===== src/design/mbd_consts.vh =====
// Constants for the slave diagnostic and exception block.
// Assumes inclusion by bare name from the design folder.
`ifndef MBD_CONSTS_VH
`define MBD_CONSTS_VH
`define MBD_FC_DIAG      8'h08
`define MBD_FC_EVCNT     8'h0B
`define MBD_SUB_CLEAR    16'h000A
`define MBD_SUB_FIRST    16'h000B
`define MBD_SUB_LAST     16'h0012
`define MBD_EXC_FLAG     8'h80
`define MBD_EXC_FUNC     8'h01
`define MBD_EXC_ADDR     8'h02
`define MBD_EXC_VALUE    8'h03
`define MBD_EXC_FAIL     8'h04
`define MBD_EXC_ACK      8'h05
`define MBD_EXC_BUSY     8'h06
`define MBD_EXC_NAK      8'h07
`define MBD_EXC_PARITY   8'h08
`define MBD_EXC_GW_PATH  8'h0A
`define MBD_EXC_GW_TGT   8'h0B
`define MBD_ADDR_MIN     8'h01
`define MBD_ADDR_MAX     8'hF7
`define MBD_CNT_MAX      16'hFFFF
`define MBD_CNT_RESET    16'h0000
`define MBD_REPLY_NORMAL 2'h1
`define MBD_REPLY_EXC    2'h2
`define MBD_REPLY_NONE   2'h0
`define MBD_APP_OK       4'h0
`define MBD_APP_UNIMPL   4'hC
`endif


===== src/design/mbd_slave_diag.v =====
// Slave-side diagnostic counters and reply decision for a serial bus device.
// Assumes an upstream frame decoder giving one-cycle request pulses with
// CRC checked, and a downstream framer that appends the CRC16 to replies.
// Assumes link_cfg_changed comes from another domain and toggles per change.
`timescale 1ns/100ps
`default_nettype none
`include "mbd_consts.vh"
module mbd_slave_diag #(
	parameter CW = 16
) (
	input  wire          clk,
	input  wire          rstn,
	input  wire          req_valid,
	input  wire [7:0]    req_addr,
	input  wire [7:0]    req_func,
	input  wire [15:0]   req_sub,
	input  wire          req_comm_err,
	input  wire          req_overrun,
	input  wire          req_lost,
	input  wire [3:0]    app_status,
	input  wire [7:0]    own_addr,
	input  wire          link_cfg_changed,
	output reg           rsp_valid,
	output reg  [1:0]    rsp_kind,
	output reg  [7:0]    rsp_slave,
	output reg  [7:0]    rsp_func,
	output reg  [7:0]    rsp_exc_code,
	output reg  [CW-1:0] rsp_word,
	output reg           rsp_word_valid
);
	// ----------------------------------------------------------------
	// Counter bank layout
	// ----------------------------------------------------------------
	localparam NCNT      = 9;
	localparam C_BUS_MSG = 4'h0;
	localparam C_BUS_ERR = 4'h1;
	localparam C_EXC     = 4'h2;
	localparam C_SLAVE   = 4'h3;
	localparam C_NO_RSP  = 4'h4;
	localparam C_NAK     = 4'h5;
	localparam C_BUSY    = 4'h6;
	localparam C_OVERRUN = 4'h7;
	localparam C_EVENT   = 4'h8;

	// ----------------------------------------------------------------
	// Storage
	// ----------------------------------------------------------------
	reg  [CW-1:0]   cnt [0:NCNT-1];
	reg  [1:0]      cfg_sync;
	reg             cfg_seen;
	reg  [NCNT-1:0] bump;
	reg  [7:0]      exc;
	reg             next_valid;
	reg  [1:0]      next_kind;
	reg  [7:0]      next_slave;
	reg  [7:0]      next_func;
	reg  [7:0]      next_exc_code;
	reg  [CW-1:0]   next_word;
	reg             next_word_valid;
	integer         i;

	// ----------------------------------------------------------------
	// Functions
	// ----------------------------------------------------------------
	// Next count; the top value rolls over to zero, never saturates.
	function [CW-1:0] inc;
		input [CW-1:0] v;
		begin
			if (v == {CW{1'b1}})
				inc = {CW{1'b0}};
			else
				inc = v + {{(CW-1){1'b0}}, 1'b1};
		end
	endfunction

	// Slave numbers that may carry a reply.
	function in_range;
		input [7:0] a;
		begin
			if (a < `MBD_ADDR_MIN)
				in_range = 1'b0;
			else if (a > `MBD_ADDR_MAX)
				in_range = 1'b0;
			else
				in_range = 1'b1;
		end
	endfunction

	// Sub-functions that read back one counter.
	function is_readout;
		input [15:0] s;
		begin
			if (s < `MBD_SUB_FIRST)
				is_readout = 1'b0;
			else if (s > `MBD_SUB_LAST)
				is_readout = 1'b0;
			else
				is_readout = 1'b1;
		end
	endfunction

	// Bank index of the counter read by a readout sub-function.
	function [3:0] bank_index;
		input [15:0] s;
		reg   [15:0] d;
		begin
			d          = s - `MBD_SUB_FIRST;
			bank_index = d[3:0];
		end
	endfunction

	// Exception code for a good request; zero means none.
	function [7:0] exc_code;
		input [3:0]  status;
		input [7:0]  func;
		input [15:0] sub;
		begin
			if (status == `MBD_APP_UNIMPL)
				exc_code = `MBD_EXC_ADDR;
			else if (status != `MBD_APP_OK)
				exc_code = {4'h0, status};
			else if (func == `MBD_FC_DIAG && !is_readout(sub) && sub != `MBD_SUB_CLEAR)
				exc_code = `MBD_EXC_VALUE;
			else
				exc_code = 8'h00;
		end
	endfunction

	// ----------------------------------------------------------------
	// Request classification
	// ----------------------------------------------------------------
	wire cfg_edge = cfg_sync[1] ^ cfg_seen;
	wire bcast    = (req_addr == 8'h00);
	wire mine     = (req_addr == own_addr);
	wire to_us    = mine | bcast;
	wire bad      = req_comm_err | req_overrun;
	wire good     = req_valid & ~bad & ~req_lost;
	wire is_diag  = (req_func == `MBD_FC_DIAG);
	wire is_ev    = (req_func == `MBD_FC_EVCNT);
	wire sub_ok   = is_readout(req_sub);
	wire is_clr   = good & to_us & is_diag & (req_sub == `MBD_SUB_CLEAR);
	wire clr_all  = cfg_edge | is_clr;
	wire answer   = good & mine & in_range(req_addr);

	always @* begin
		exc = exc_code(app_status, req_func, req_sub);
	end

	// ----------------------------------------------------------------
	// Exception outcome
	// ----------------------------------------------------------------
	wire is_exc   = good & mine & (exc != 8'h00);
	wire is_nak   = is_exc & (exc == `MBD_EXC_NAK);
	wire is_busy  = is_exc & (exc == `MBD_EXC_BUSY);

	// ----------------------------------------------------------------
	// Link setting synchroniser
	// ----------------------------------------------------------------
	// Two flops bring the line into this domain; a third holds the last
	// level so that either edge clears the counters.
	always @(posedge clk) begin
		if (!rstn) begin
			cfg_sync <= 2'h0;
			cfg_seen <= 1'b0;
		end else begin
			cfg_sync <= {cfg_sync[0], link_cfg_changed};
			cfg_seen <= cfg_sync[1];
		end
	end

	// ----------------------------------------------------------------
	// Counter events
	// ----------------------------------------------------------------
	always @* begin
		bump = {NCNT{1'b0}};
		if (req_valid) begin
			bump[C_BUS_MSG] = good & to_us;
			bump[C_BUS_ERR] = bad;
			bump[C_EXC]     = is_exc | (bad & bcast);
			bump[C_SLAVE]   = good & mine;
			bump[C_NO_RSP]  = good & bcast;
			bump[C_NAK]     = is_nak;
			bump[C_BUSY]    = is_busy;
			bump[C_OVERRUN] = req_overrun;
			bump[C_EVENT]   = good & to_us & ~is_ev;
		end
	end

	// ----------------------------------------------------------------
	// Counter bank
	// ----------------------------------------------------------------
	// A clear wins over any count in the same cycle, so the clearing
	// request itself is not counted.
	always @(posedge clk) begin
		if (!rstn) begin
			for (i = 0; i < NCNT; i = i + 1)
				cnt[i] <= {CW{1'b0}};
		end else begin
			for (i = 0; i < NCNT; i = i + 1) begin
				if (clr_all)
					cnt[i] <= {CW{1'b0}};
				else if (bump[i])
					cnt[i] <= inc(cnt[i]);
			end
		end
	end

	// ----------------------------------------------------------------
	// Reply decision
	// ----------------------------------------------------------------
	always @* begin
		next_valid      = 1'b0;
		next_kind       = rsp_kind;
		next_slave      = rsp_slave;
		next_func       = rsp_func;
		next_exc_code   = rsp_exc_code;
		next_word       = rsp_word;
		next_word_valid = 1'b0;
		if (req_valid) begin
			next_slave    = req_addr;
			next_func     = req_func;
			next_exc_code = 8'h00;
			next_kind     = `MBD_REPLY_NONE;
			if (answer) begin
				next_valid = 1'b1;
				if (exc != 8'h00) begin
					next_kind     = `MBD_REPLY_EXC;
					next_func     = req_func | `MBD_EXC_FLAG;
					next_exc_code = exc;
				end else begin
					next_kind = `MBD_REPLY_NORMAL;
					if (is_ev) begin
						next_word       = cnt[C_EVENT];
						next_word_valid = 1'b1;
					end else if (is_diag && sub_ok) begin
						next_word       = cnt[bank_index(req_sub)];
						next_word_valid = 1'b1;
					end
				end
			end
		end
	end

	// ----------------------------------------------------------------
	// Reply strobes
	// ----------------------------------------------------------------
	always @(posedge clk) begin
		if (!rstn) begin
			rsp_valid      <= 1'b0;
			rsp_word_valid <= 1'b0;
		end else begin
			rsp_valid      <= next_valid;
			rsp_word_valid <= next_word_valid;
		end
	end

	// ----------------------------------------------------------------
	// Reply fields
	// ----------------------------------------------------------------
	always @(posedge clk) begin
		if (!rstn) begin
			rsp_kind     <= `MBD_REPLY_NONE;
			rsp_slave    <= 8'h00;
			rsp_func     <= 8'h00;
			rsp_exc_code <= 8'h00;
		end else begin
			rsp_kind     <= next_kind;
			rsp_slave    <= next_slave;
			rsp_func     <= next_func;
			rsp_exc_code <= next_exc_code;
		end
	end

	// ----------------------------------------------------------------
	// Reply counter word
	// ----------------------------------------------------------------
	always @(posedge clk) begin
		if (!rstn)
			rsp_word <= {CW{1'b0}};
		else
			rsp_word <= next_word;
	end
endmodule
`default_nettype wire


===== config.mk =====
export PLATFORM = sky130hd
export DESIGN_NAME = mbd_slave_diag
export DESIGN_NICKNAME = d
export VERILOG_FILES = /design/src/design/mbd_slave_diag.v
export VERILOG_INCLUDE_DIRS = /design/src /design/src/design
export SDC_FILE = /design/constraint.sdc
export NUM_CORES = 1
export LEC_CHECK = 0
export BUFFER_PORTS_ARGS = -buffer_cell sky130_fd_sc_hd__buf_2
export CAP_MARGIN = 20
export CELL_PAD_IN_SITES_DETAIL_PLACEMENT = 1
export CELL_PAD_IN_SITES_GLOBAL_PLACEMENT = 1
export CORE_AREA = 2 2 156 158
export DETAILED_ROUTE_END_ITERATION = 10
export DIE_AREA = 0 0 158 160
export GPL_TIMING_DRIVEN = 0
export PLACE_DENSITY_LB_ADDON = 0.1
export SLEW_MARGIN = 30
export SYNTH_ARGS = -nofsm -noshare
export SYNTH_HDL_FRONTEND = slang
export SYNTH_SLANG_ARGS = --single-unit

===== constraint.sdc =====
create_clock -name clk -period 5.2 [get_ports clk]
set_input_delay 0 -clock clk [delete_from_list [all_inputs] [get_ports clk]]
set_output_delay 0 -clock clk [all_outputs]
set_load 0.02 [all_outputs]

==> results of run 1 <==
worst paths after layout:
kind | endpoint | cells after the start | slack, ns
min reg2reg | rsp_exc_code[0]$_SDFFE_PN0P_ | 2 | 0.45
max reg2reg | cnt[2][13]$_SDFFCE_PP0P_ | 6 | 2.06
min | rsp_slave[5]$_SDFFE_PN0P_ | 3 | 0.05
max | cnt[2][13]$_SDFFCE_PP0P_ | 12 | 1.03
worst max-delay path: cells and delay by family:
family	cells	cell delay [ns]
adder cells (fa/ha/maj)	1	0.22
AND/OR/NAND/NOR	4	1.36
buffers and inverters	5	1.06
AO/OA/AOI/OAI	2	1.52
per-stage QoR:
step,hold WS [ns],total power [W]
final,0.04564,0.003508
after floorplan,0.1273,0.002042
after global routing,0.06244,0.003640
after CTS,0.05032,0.003528
after detailed placement,0.2799,0.002213
after global placement,0.2646,0.002201
cell type report:
type,instances,area (sq um),area share [%]
plain buffers,35,176.4,1.452
repair buffers,114,693.2,5.703
inverters,19,71.32,0.5868
multi-input cells,735,5052,41.57
well taps,324,405.4,3.335
flip-flops and latches,187,5185,42.66
clock buffers,21,465.4,3.830
clock inverters,11,105.1,0.8647
flip-flops by register name, indices dropped and copies added (netlist names):
name and cells:
rsp_exc_code 4, rsp_slave 8, rsp_word_valid 1, cfg_seen 1, rsp_valid 1, rsp_kind 2, cnt 144, rsp_word 16
rsp_func 8, cfg_sync 2
placed cells by master, fill, tap and decap left out, types with 3 or more instances in the layout:
| cell type | n |
|---|---|
| buf_6 | 4 |
| a21oi_1 | 8 |
| xor2_1 | 76 |
| and2_1 | 8 |
| o211ai_1 | 17 |
| ha_1 | 11 |
| and4_1 | 12 |
| nand3_1 | 56 |
| inv_1 | 18 |
| and3_1 | 30 |
| buf_2 | 101 |
| clkbuf_1 | 18 |
| edfxtp_1 | 144 |
| dfxtp_1 | 43 |
| mux2i_1 | 48 |
| inv_6 | 5 |
| buf_4 | 4 |
| dlygate4sd3_1 | 22 |
| nor4_1 | 5 |
| nand2b_1 | 3 |
| inv_4 | 3 |
| mux4_2 | 32 |
| o21ai_0 | 8 |
| xnor2_1 | 57 |
| a311o_1 | 3 |
| nor2_1 | 193 |
| clkbuf_16 | 18 |
| nand2_1 | 95 |
| nand4_1 | 17 |
| nor3_1 | 10 |
| nor2b_1 | 8 |
| conb_1 | 4 |
cell families after synthesis:
family,count (synthesis),synth area share (%)
AND/OR/NAND/NOR,452,20.29
flip-flops,187,49.54
XOR/XNOR,133,11.13
multiplexers,80,11.48
AO/OA/AOI/OAI,55,3.850
buffers and inverters,54,2.367
adder cells (fa/ha/maj),11,1.315
other,1,0.03583
power breakdown:
| group | switching [W] | internal, W |
|---|---|---|
| Combinational | 0.000229 | 0.000173 |
| Clock | 0.000607 | 0.000703 |
| Sequential | 0.000104 | 0.00169 |
| Total | 0.000941 | 0.00257 |
layer usage:
| metal | GRT usage (%) | up-vias |
|---|---|---|
| met2 | 38.87 | 203 |
| li1 | - | 3755 |
| met3 | 4.342 | 33 |
| met5 | 0 | - |
| met4 | 7.166 | 0 |
| met1 | 34.85 | 3969 |
==> insert_results.sql, run 1 <==
INSERT INTO impl_metrics (metric_group, metric, value, unit) VALUES
('clock_network', 'maximum_root_to_sink_buffer_count', '2', ''),
('timing', 'layout_worst_path_cycle_share', '80.11', '%'),
('logic_synthesis', 'cells_after_synth', '973', ''),
('route', 'detailroute.via_count', '7960', ''),
('timing', 'timing.final.max_slew_violations', '0', ''),
('placed_design', 'port-buffer-count', '90', ''),
('final_layout', 'final_design_area_no_fill', '0.01215', 'sq mm'),
('route', 'routed_wl', '30.15', 'mm'),
('timing', 'fin_ws', '1.034', 'ns'),
('critical_path', 'path_max_fanout', '16', ''),
('die', 'die_width', '158', 'um'),
('critical_path', 'cp_common_cell', 'buf_2', ''),
('final_layout', 'total_nets_final', '1171', ''),
('logic_synthesis', 'ys_top_cells_by_area', 'edfxtp_1 41%, dfxtp_1 8.2%, nor2_1 6.9%, mux4_2 6.9%, xor2_1 6.4%', ''),
('global_routing', 'number_of_antenna_violations_at_the_first_check_in_global_routing', '0', ''),
('die', 'dieArea', '0.02528', 'sq mm'),
('critical_path', 'critPathLaunch', 'req_sub[0]', ''),
('route', 'detailedRoute.firstPassIterationCount', '4', ''),
('logic_synthesis', 'async_flop_share', '0', '%'),
('final_layout', 'stdcell_count', '1446', ''),
('final_layout', 'drive_above_1_share', '16.22', '%'),
('timing', 'fin_setup_tns', '0', 'ns'),
('timing', 'fmax', '240.1', 'MHz'),
('clock_network', 'post_cts_hold_buffers', '22', ''),
('die', 'rows', '57', ''),
('clock_network', 'clock-sinks', '187', ''),
('logic_synthesis', 'synth-edff-count', '144', ''),
('logic_synthesis', 'dominantRegCellSynth', 'edfxtp_1', ''),
('logic_synthesis', 'synth-warning-count', '0', ''),
('route', 'wl_per_cell', '20.85', 'um'),
('logic_synthesis', 'yosys_register_bits', '187', ''),
('timing', 'max_slew.worst_pin.slew', '0.9395', 'ns'),
('final_layout', 'antennaDiodeCount', '0', ''),
('job', 'count_of_maximum_capacitance_violations', '0', ''),
('clock_network', 'cts_setup_buffers', '0', ''),
('critical_path', 'crit_arrival', '4.17', 'ns'),
('placed_design', 'place_ws', '0.5313', 'ns'),
('final_layout', 'area_growth_syn_to_layout', '16.13', '%'),
('critical_path', 'worst-setup-path-type', 'input port to flop', ''),
('logic_synthesis', 'synth_sequential_area_ratio', '49.54', '%'),
('clock_network', 'tritoncts.num_buffers', '17', ''),
('die', 'floorplan.die.height', '160', 'um'),
('logic_synthesis', 'netlist.top_cell.by_area', 'edfxtp_1', ''),
('power_and_ir_drop', 'peakVddDrop', '191.0', 'uV'),
('timing', 'grt_setup_unrepaired', 'false', ''),
('route', 'vias_per_cell', '5.505', ''),
('timing', 'timing.final.crit_period', '4.166', 'ns'),
('global_routing', 'global_route.overflow_total', '0', ''),
('worst_hold_path', 'min-delay-path-class', 'input port to flop', ''),
('worst_hold_path', 'hold_startpoint', 'rstn', ''),
('die', 'io_pins', '95', ''),
('placed_design', 'gp_congestion', '0.8314', ''),
('placed_design', 'place_inst', '1392', ''),
('clock_network', 'worst_setup_hold_path_clk_slew', '0.07', 'ns'),
('critical_path', 'cp-start-kind', 'input port', ''),
('power_and_ir_drop', 'p_per_area', '288.6', 'mW/mm^2'),
('status', 'status', 'finished, final reports clean', ''),
('global_routing', 'grt_pass1_wl', '47.00', 'mm'),
('logic_synthesis', 'post_synth_most_frequent_cells', '193 x nor2_1, 144 x edfxtp_1, 95 x nand2_1', ''),
('final_layout', 'final_core_util', '51.02', '%'),
('final_layout', 'fillers', '2667', ''),
('logic_synthesis', 'synthesis.area', '0.01047', 'sq mm'),
('critical_path', 'critical_path_endpoint_category', 'flop', ''),
('timing', 'worst_clock_skew', '0.01273', 'ns'),
('critical_path', 'crit_path_top_delay_cell', 'o21ai_0', ''),
('route', 'metal_1_wl', '13.91', 'mm'),
('clock_network', 'post_cts.resized_instances', '0', ''),
('logic_synthesis', 'yosys_top_cell_area_share', '41.32', '%'),
('clock_network', 'insertion_delay', '0.44', 'ns'),
('timing', 'hold_viol', '0', ''),
('logic_synthesis', 'yosys.cell_types.count', '61', '');
Power figures use the tool's default switching activity.
==> run 2: changes to the inputs <==
- clock period: 5.2 -> 4.2 ns (I/O delays scaled with it)
==> run 2 against run 1 <==
Effect of this change: design area about the same; sequential power grew 23%; largest power group unchanged; core utilization about the same; clock power up 24%; total power up 24%; combinational power increased by 24%.
==> insert_results.sql, run 2 (synthesized netlist as in run 1, its figures left out) <==
INSERT INTO impl_metrics (metric_group, metric, value, unit) VALUES
('clock_network', 'worst_setup_hold_path_clk_slew', '0.07', 'ns'),
('power_and_ir_drop', 'power', '0.004344', 'W'),
('clock_network', 'clock_tree.htree_level_count', '4', ''),
('global_routing', 'pin_count_of_the_biggest_net_entering_global_routing', '18', ''),
('route', 'detail_route.iter0.violations', '419', ''),
('timing', 'timing.final.max_slew_violations', '0', ''),
('die', 'fp.coreArea', '0.02382', 'sq mm'),
('critical_path', 'crit_arrival', '3.68', 'ns'),
('clock_network', 'insertion_delay', '0.44', 'ns'),
('worst_hold_path', 'min-delay-path-class', 'input port to flop', ''),
('die', 'rows', '57', ''),
('clock_network', 'cts_tree', 'built', ''),
('global_routing', 'global_route.peak_usage_layer', 'met2', ''),
('clock_network', 'ctsRootBufferMaster', 'clkbuf_16', ''),
('final_layout', 'largest_register', 'cnt', ''),
('die', 'io_pins', '95', ''),
('timing', 'timing.final.crit_period', '3.603', 'ns'),
('clock_network', 'tritoncts.num_buffers', '17', ''),
('critical_path', 'critPathBufInv', '5', ''),
('status', 'status', 'finished, final reports clean', ''),
('final_layout', 'top_regs', 'cnt: 144 flops, rsp_word: 16 flops', ''),
('global_routing', 'met2_usage', '38.85', '%'),
('critical_path', 'path_max_fanout', '16', ''),
('route', 'vias_per_cell', '5.504', ''),
('global_routing', 'grtUsageMet1', '34.85', '%'),
('critical_path', 'crit_path_max_incr_delay', '0.71', 'ns'),
('timing', 'grt_setup_unrepaired', 'false', ''),
('route', 'detailedRoute.firstPassIterationCount', '5', ''),
('timing', 'hold_viol', '0', ''),
('final_layout', 'commonest_non_fill_non_tap_cell_in_the_layout', 'nor2_1', ''),
('critical_path', 'worst-setup-path-type', 'input port to flop', ''),
('timing', 'fin_worst_hold_slack', '0.04653', 'ns'),
('power_and_ir_drop', 'peakVddDrop', '236.8', 'uV'),
('power_and_ir_drop', 'p_per_area', '357.3', 'mW/mm^2'),
('global_routing', 'global_route_usage_over_all_layers', '24.62', '%'),
('timing', 'max_slew.worst_pin.slew', '0.8220', 'ns'),
('timing', 'worst_clock_skew', '0.01273', 'ns'),
('die', 'die_width', '158', 'um'),
('route', 'routed_wl', '30.14', 'mm'),
('global_routing', 'global_route.usage.met3', '4.342', '%'),
('route', 'remaining_drc_errors', '0', ''),
('critical_path', 'path_cells', 'buf_2 > buf_2 > buf_2 > clkbuf_1 > inv_1 > ha_1 > nor4bb_1 > nand4_1 > o21ai_1 > nor2_1 > a21oi_1 > nand2_2', ''),
('critical_path', 'cp.required', '4.27', 'ns'),
('critical_path', 'critical_path_endpoint_category', 'flop', ''),
('final_layout', 'largest_register_ffs', '144', ''),
('critical_path', 'cp-start-kind', 'input port', ''),
('timing', 'timing.slew.headroom', '44.34', '%'),
('power_and_ir_drop', 'power.leakage', '4.460', 'nW'),
('placed_design', 'place_inst', '1392', ''),
('clock_network', 'clock-sinks', '187', ''),
('critical_path', 'cp_common_cell', 'buf_2', ''),
('timing', 'fin_setup_tns', '0', 'ns'),
('route', 'detailroute.via_count', '7959', ''),
('placed_design', 'gp_congestion', '0.8314', ''),
('critical_path', 'critical_path.top_delay_family', 'compound AO/OA/AOI/OAI gates', ''),
('clock_network', 'maximum_root_to_sink_buffer_count', '2', ''),
('global_routing', 'global_route.overflow_total', '0', ''),
('critical_path', 'crit_path_top_delay_cell', 'a21oi_1', ''),
('placed_design', 'place.detailed.hpwl', '22.85', 'mm'),
('route', 'wl_per_cell', '20.84', 'um'),
('timing', 'layout_worst_path_cycle_share', '85.79', '%'),
('clock_network', 'cts_setup_buffers', '0', ''),
('final_layout', 'total_nets_final', '1171', ''),
('timing', 'fmax', '277.5', 'MHz'),
('job', 'count_of_maximum_capacitance_violations', '0', ''),
('global_routing', 'number_of_antenna_violations_at_the_first_check_in_global_routing', '0', ''),
('final_layout', 'stdcell_count', '1446', ''),
('final_layout', 'drive_above_1_share', '16.31', '%'),
('timing', 'timing.final.setup_violations', '0', ''),
('final_layout', 'final_cell_mix', '193 x nor2_1, 144 x edfxtp_1, 101 x buf_2', ''),
('die', 'start_util', '43.94', '%'),
('global_routing', 'vias_in_the_first_global_route', '8048', ''),
('final_layout', 'antennaDiodeCount', '0', ''),
('global_routing', 'grt_pass1_wl', '46.98', 'mm'),
('route', 'ant_nets', '0', ''),
('final_layout', 'area_growth_syn_to_layout', '16.15', '%'),
('die', 'floorplan.die.height', '160', 'um'),
('die', 'dieArea', '0.02528', 'sq mm'),
('placed_design', 'port-buffer-count', '90', '');
## run 2: worst paths after layout
check | from | to | slack, ns | cells after the start
worst max-delay path | req_sub[0] | cnt[2][13]$_SDFFCE_PP0P_ | 0.60 | 12
worst min-delay path | rstn | rsp_slave[5]$_SDFFE_PN0P_ | 0.05 | 3
worst max register to register | cnt[7][0]$_SDFFCE_PP0P_ | cnt[7][2]$_SDFFCE_PP0P_ | 1.39 | 7
worst min register to register | rsp_exc_code[0]$_SDFFE_PN0P_ | rsp_exc_code[0]$_SDFFE_PN0P_ | 0.45 | 2
## run 2: where the power goes
group	leakage, nW	switching (W)	total [W]	internal [W]
combinational	2.30	0.000284	0.000498	0.000214
sequential	1.88	0.000129	0.00222	0.00209
clock	0.283	0.000753	0.00162	0.000871
## run 2: metrics by stage
step | setup slack, ns | util, % | area, sq um
floorplan | 1.402 | - | 10480
global route | 0.1871 | 51.03 | 12160
finish | 0.5968 | 51.03 | 12160
global placement | -0.3724 | 47.58 | 11330
CTS | 0.2818 | 51.02 | 12150
detailed placement | -0.4687 | 47.70 | 11360
## run 2: routing by layer
metal,vias to the layer above,wire [um],part of all wire (%)
met5,-,0,0
met4,0,682,2.3
met3,33,1681,5.6
met2,206,13950,46
met1,3966,13820,46
li1,3754,-,-
## run 2: worst reg2reg max path, delay by kind of cell (launching register included)
kind            cells  cell delay [ns]
compound gates      1             0.76
simple gates        4             0.76
flops               1             0.45
buf+inv             1             0.37
fa+ha+maj           1             0.22
## run 2: layout make-up
cell class	count	area, sq um
fillers	2666	11660
flip-flops and latches	187	5185
multi-input cells	735	5055
repair buffers	114	693.2
clock buffers	21	465.4
well taps	324	405.4
plain buffers	35	176.4
clock inverters	11	105.1
inverters	19	71.32
## run 2: what timing repair did
item,in CTS,in global routing
resized for setup,1,1
hold endpoints to repair,22,0
hold buffers,22,0
setup endpoints to repair,16,16
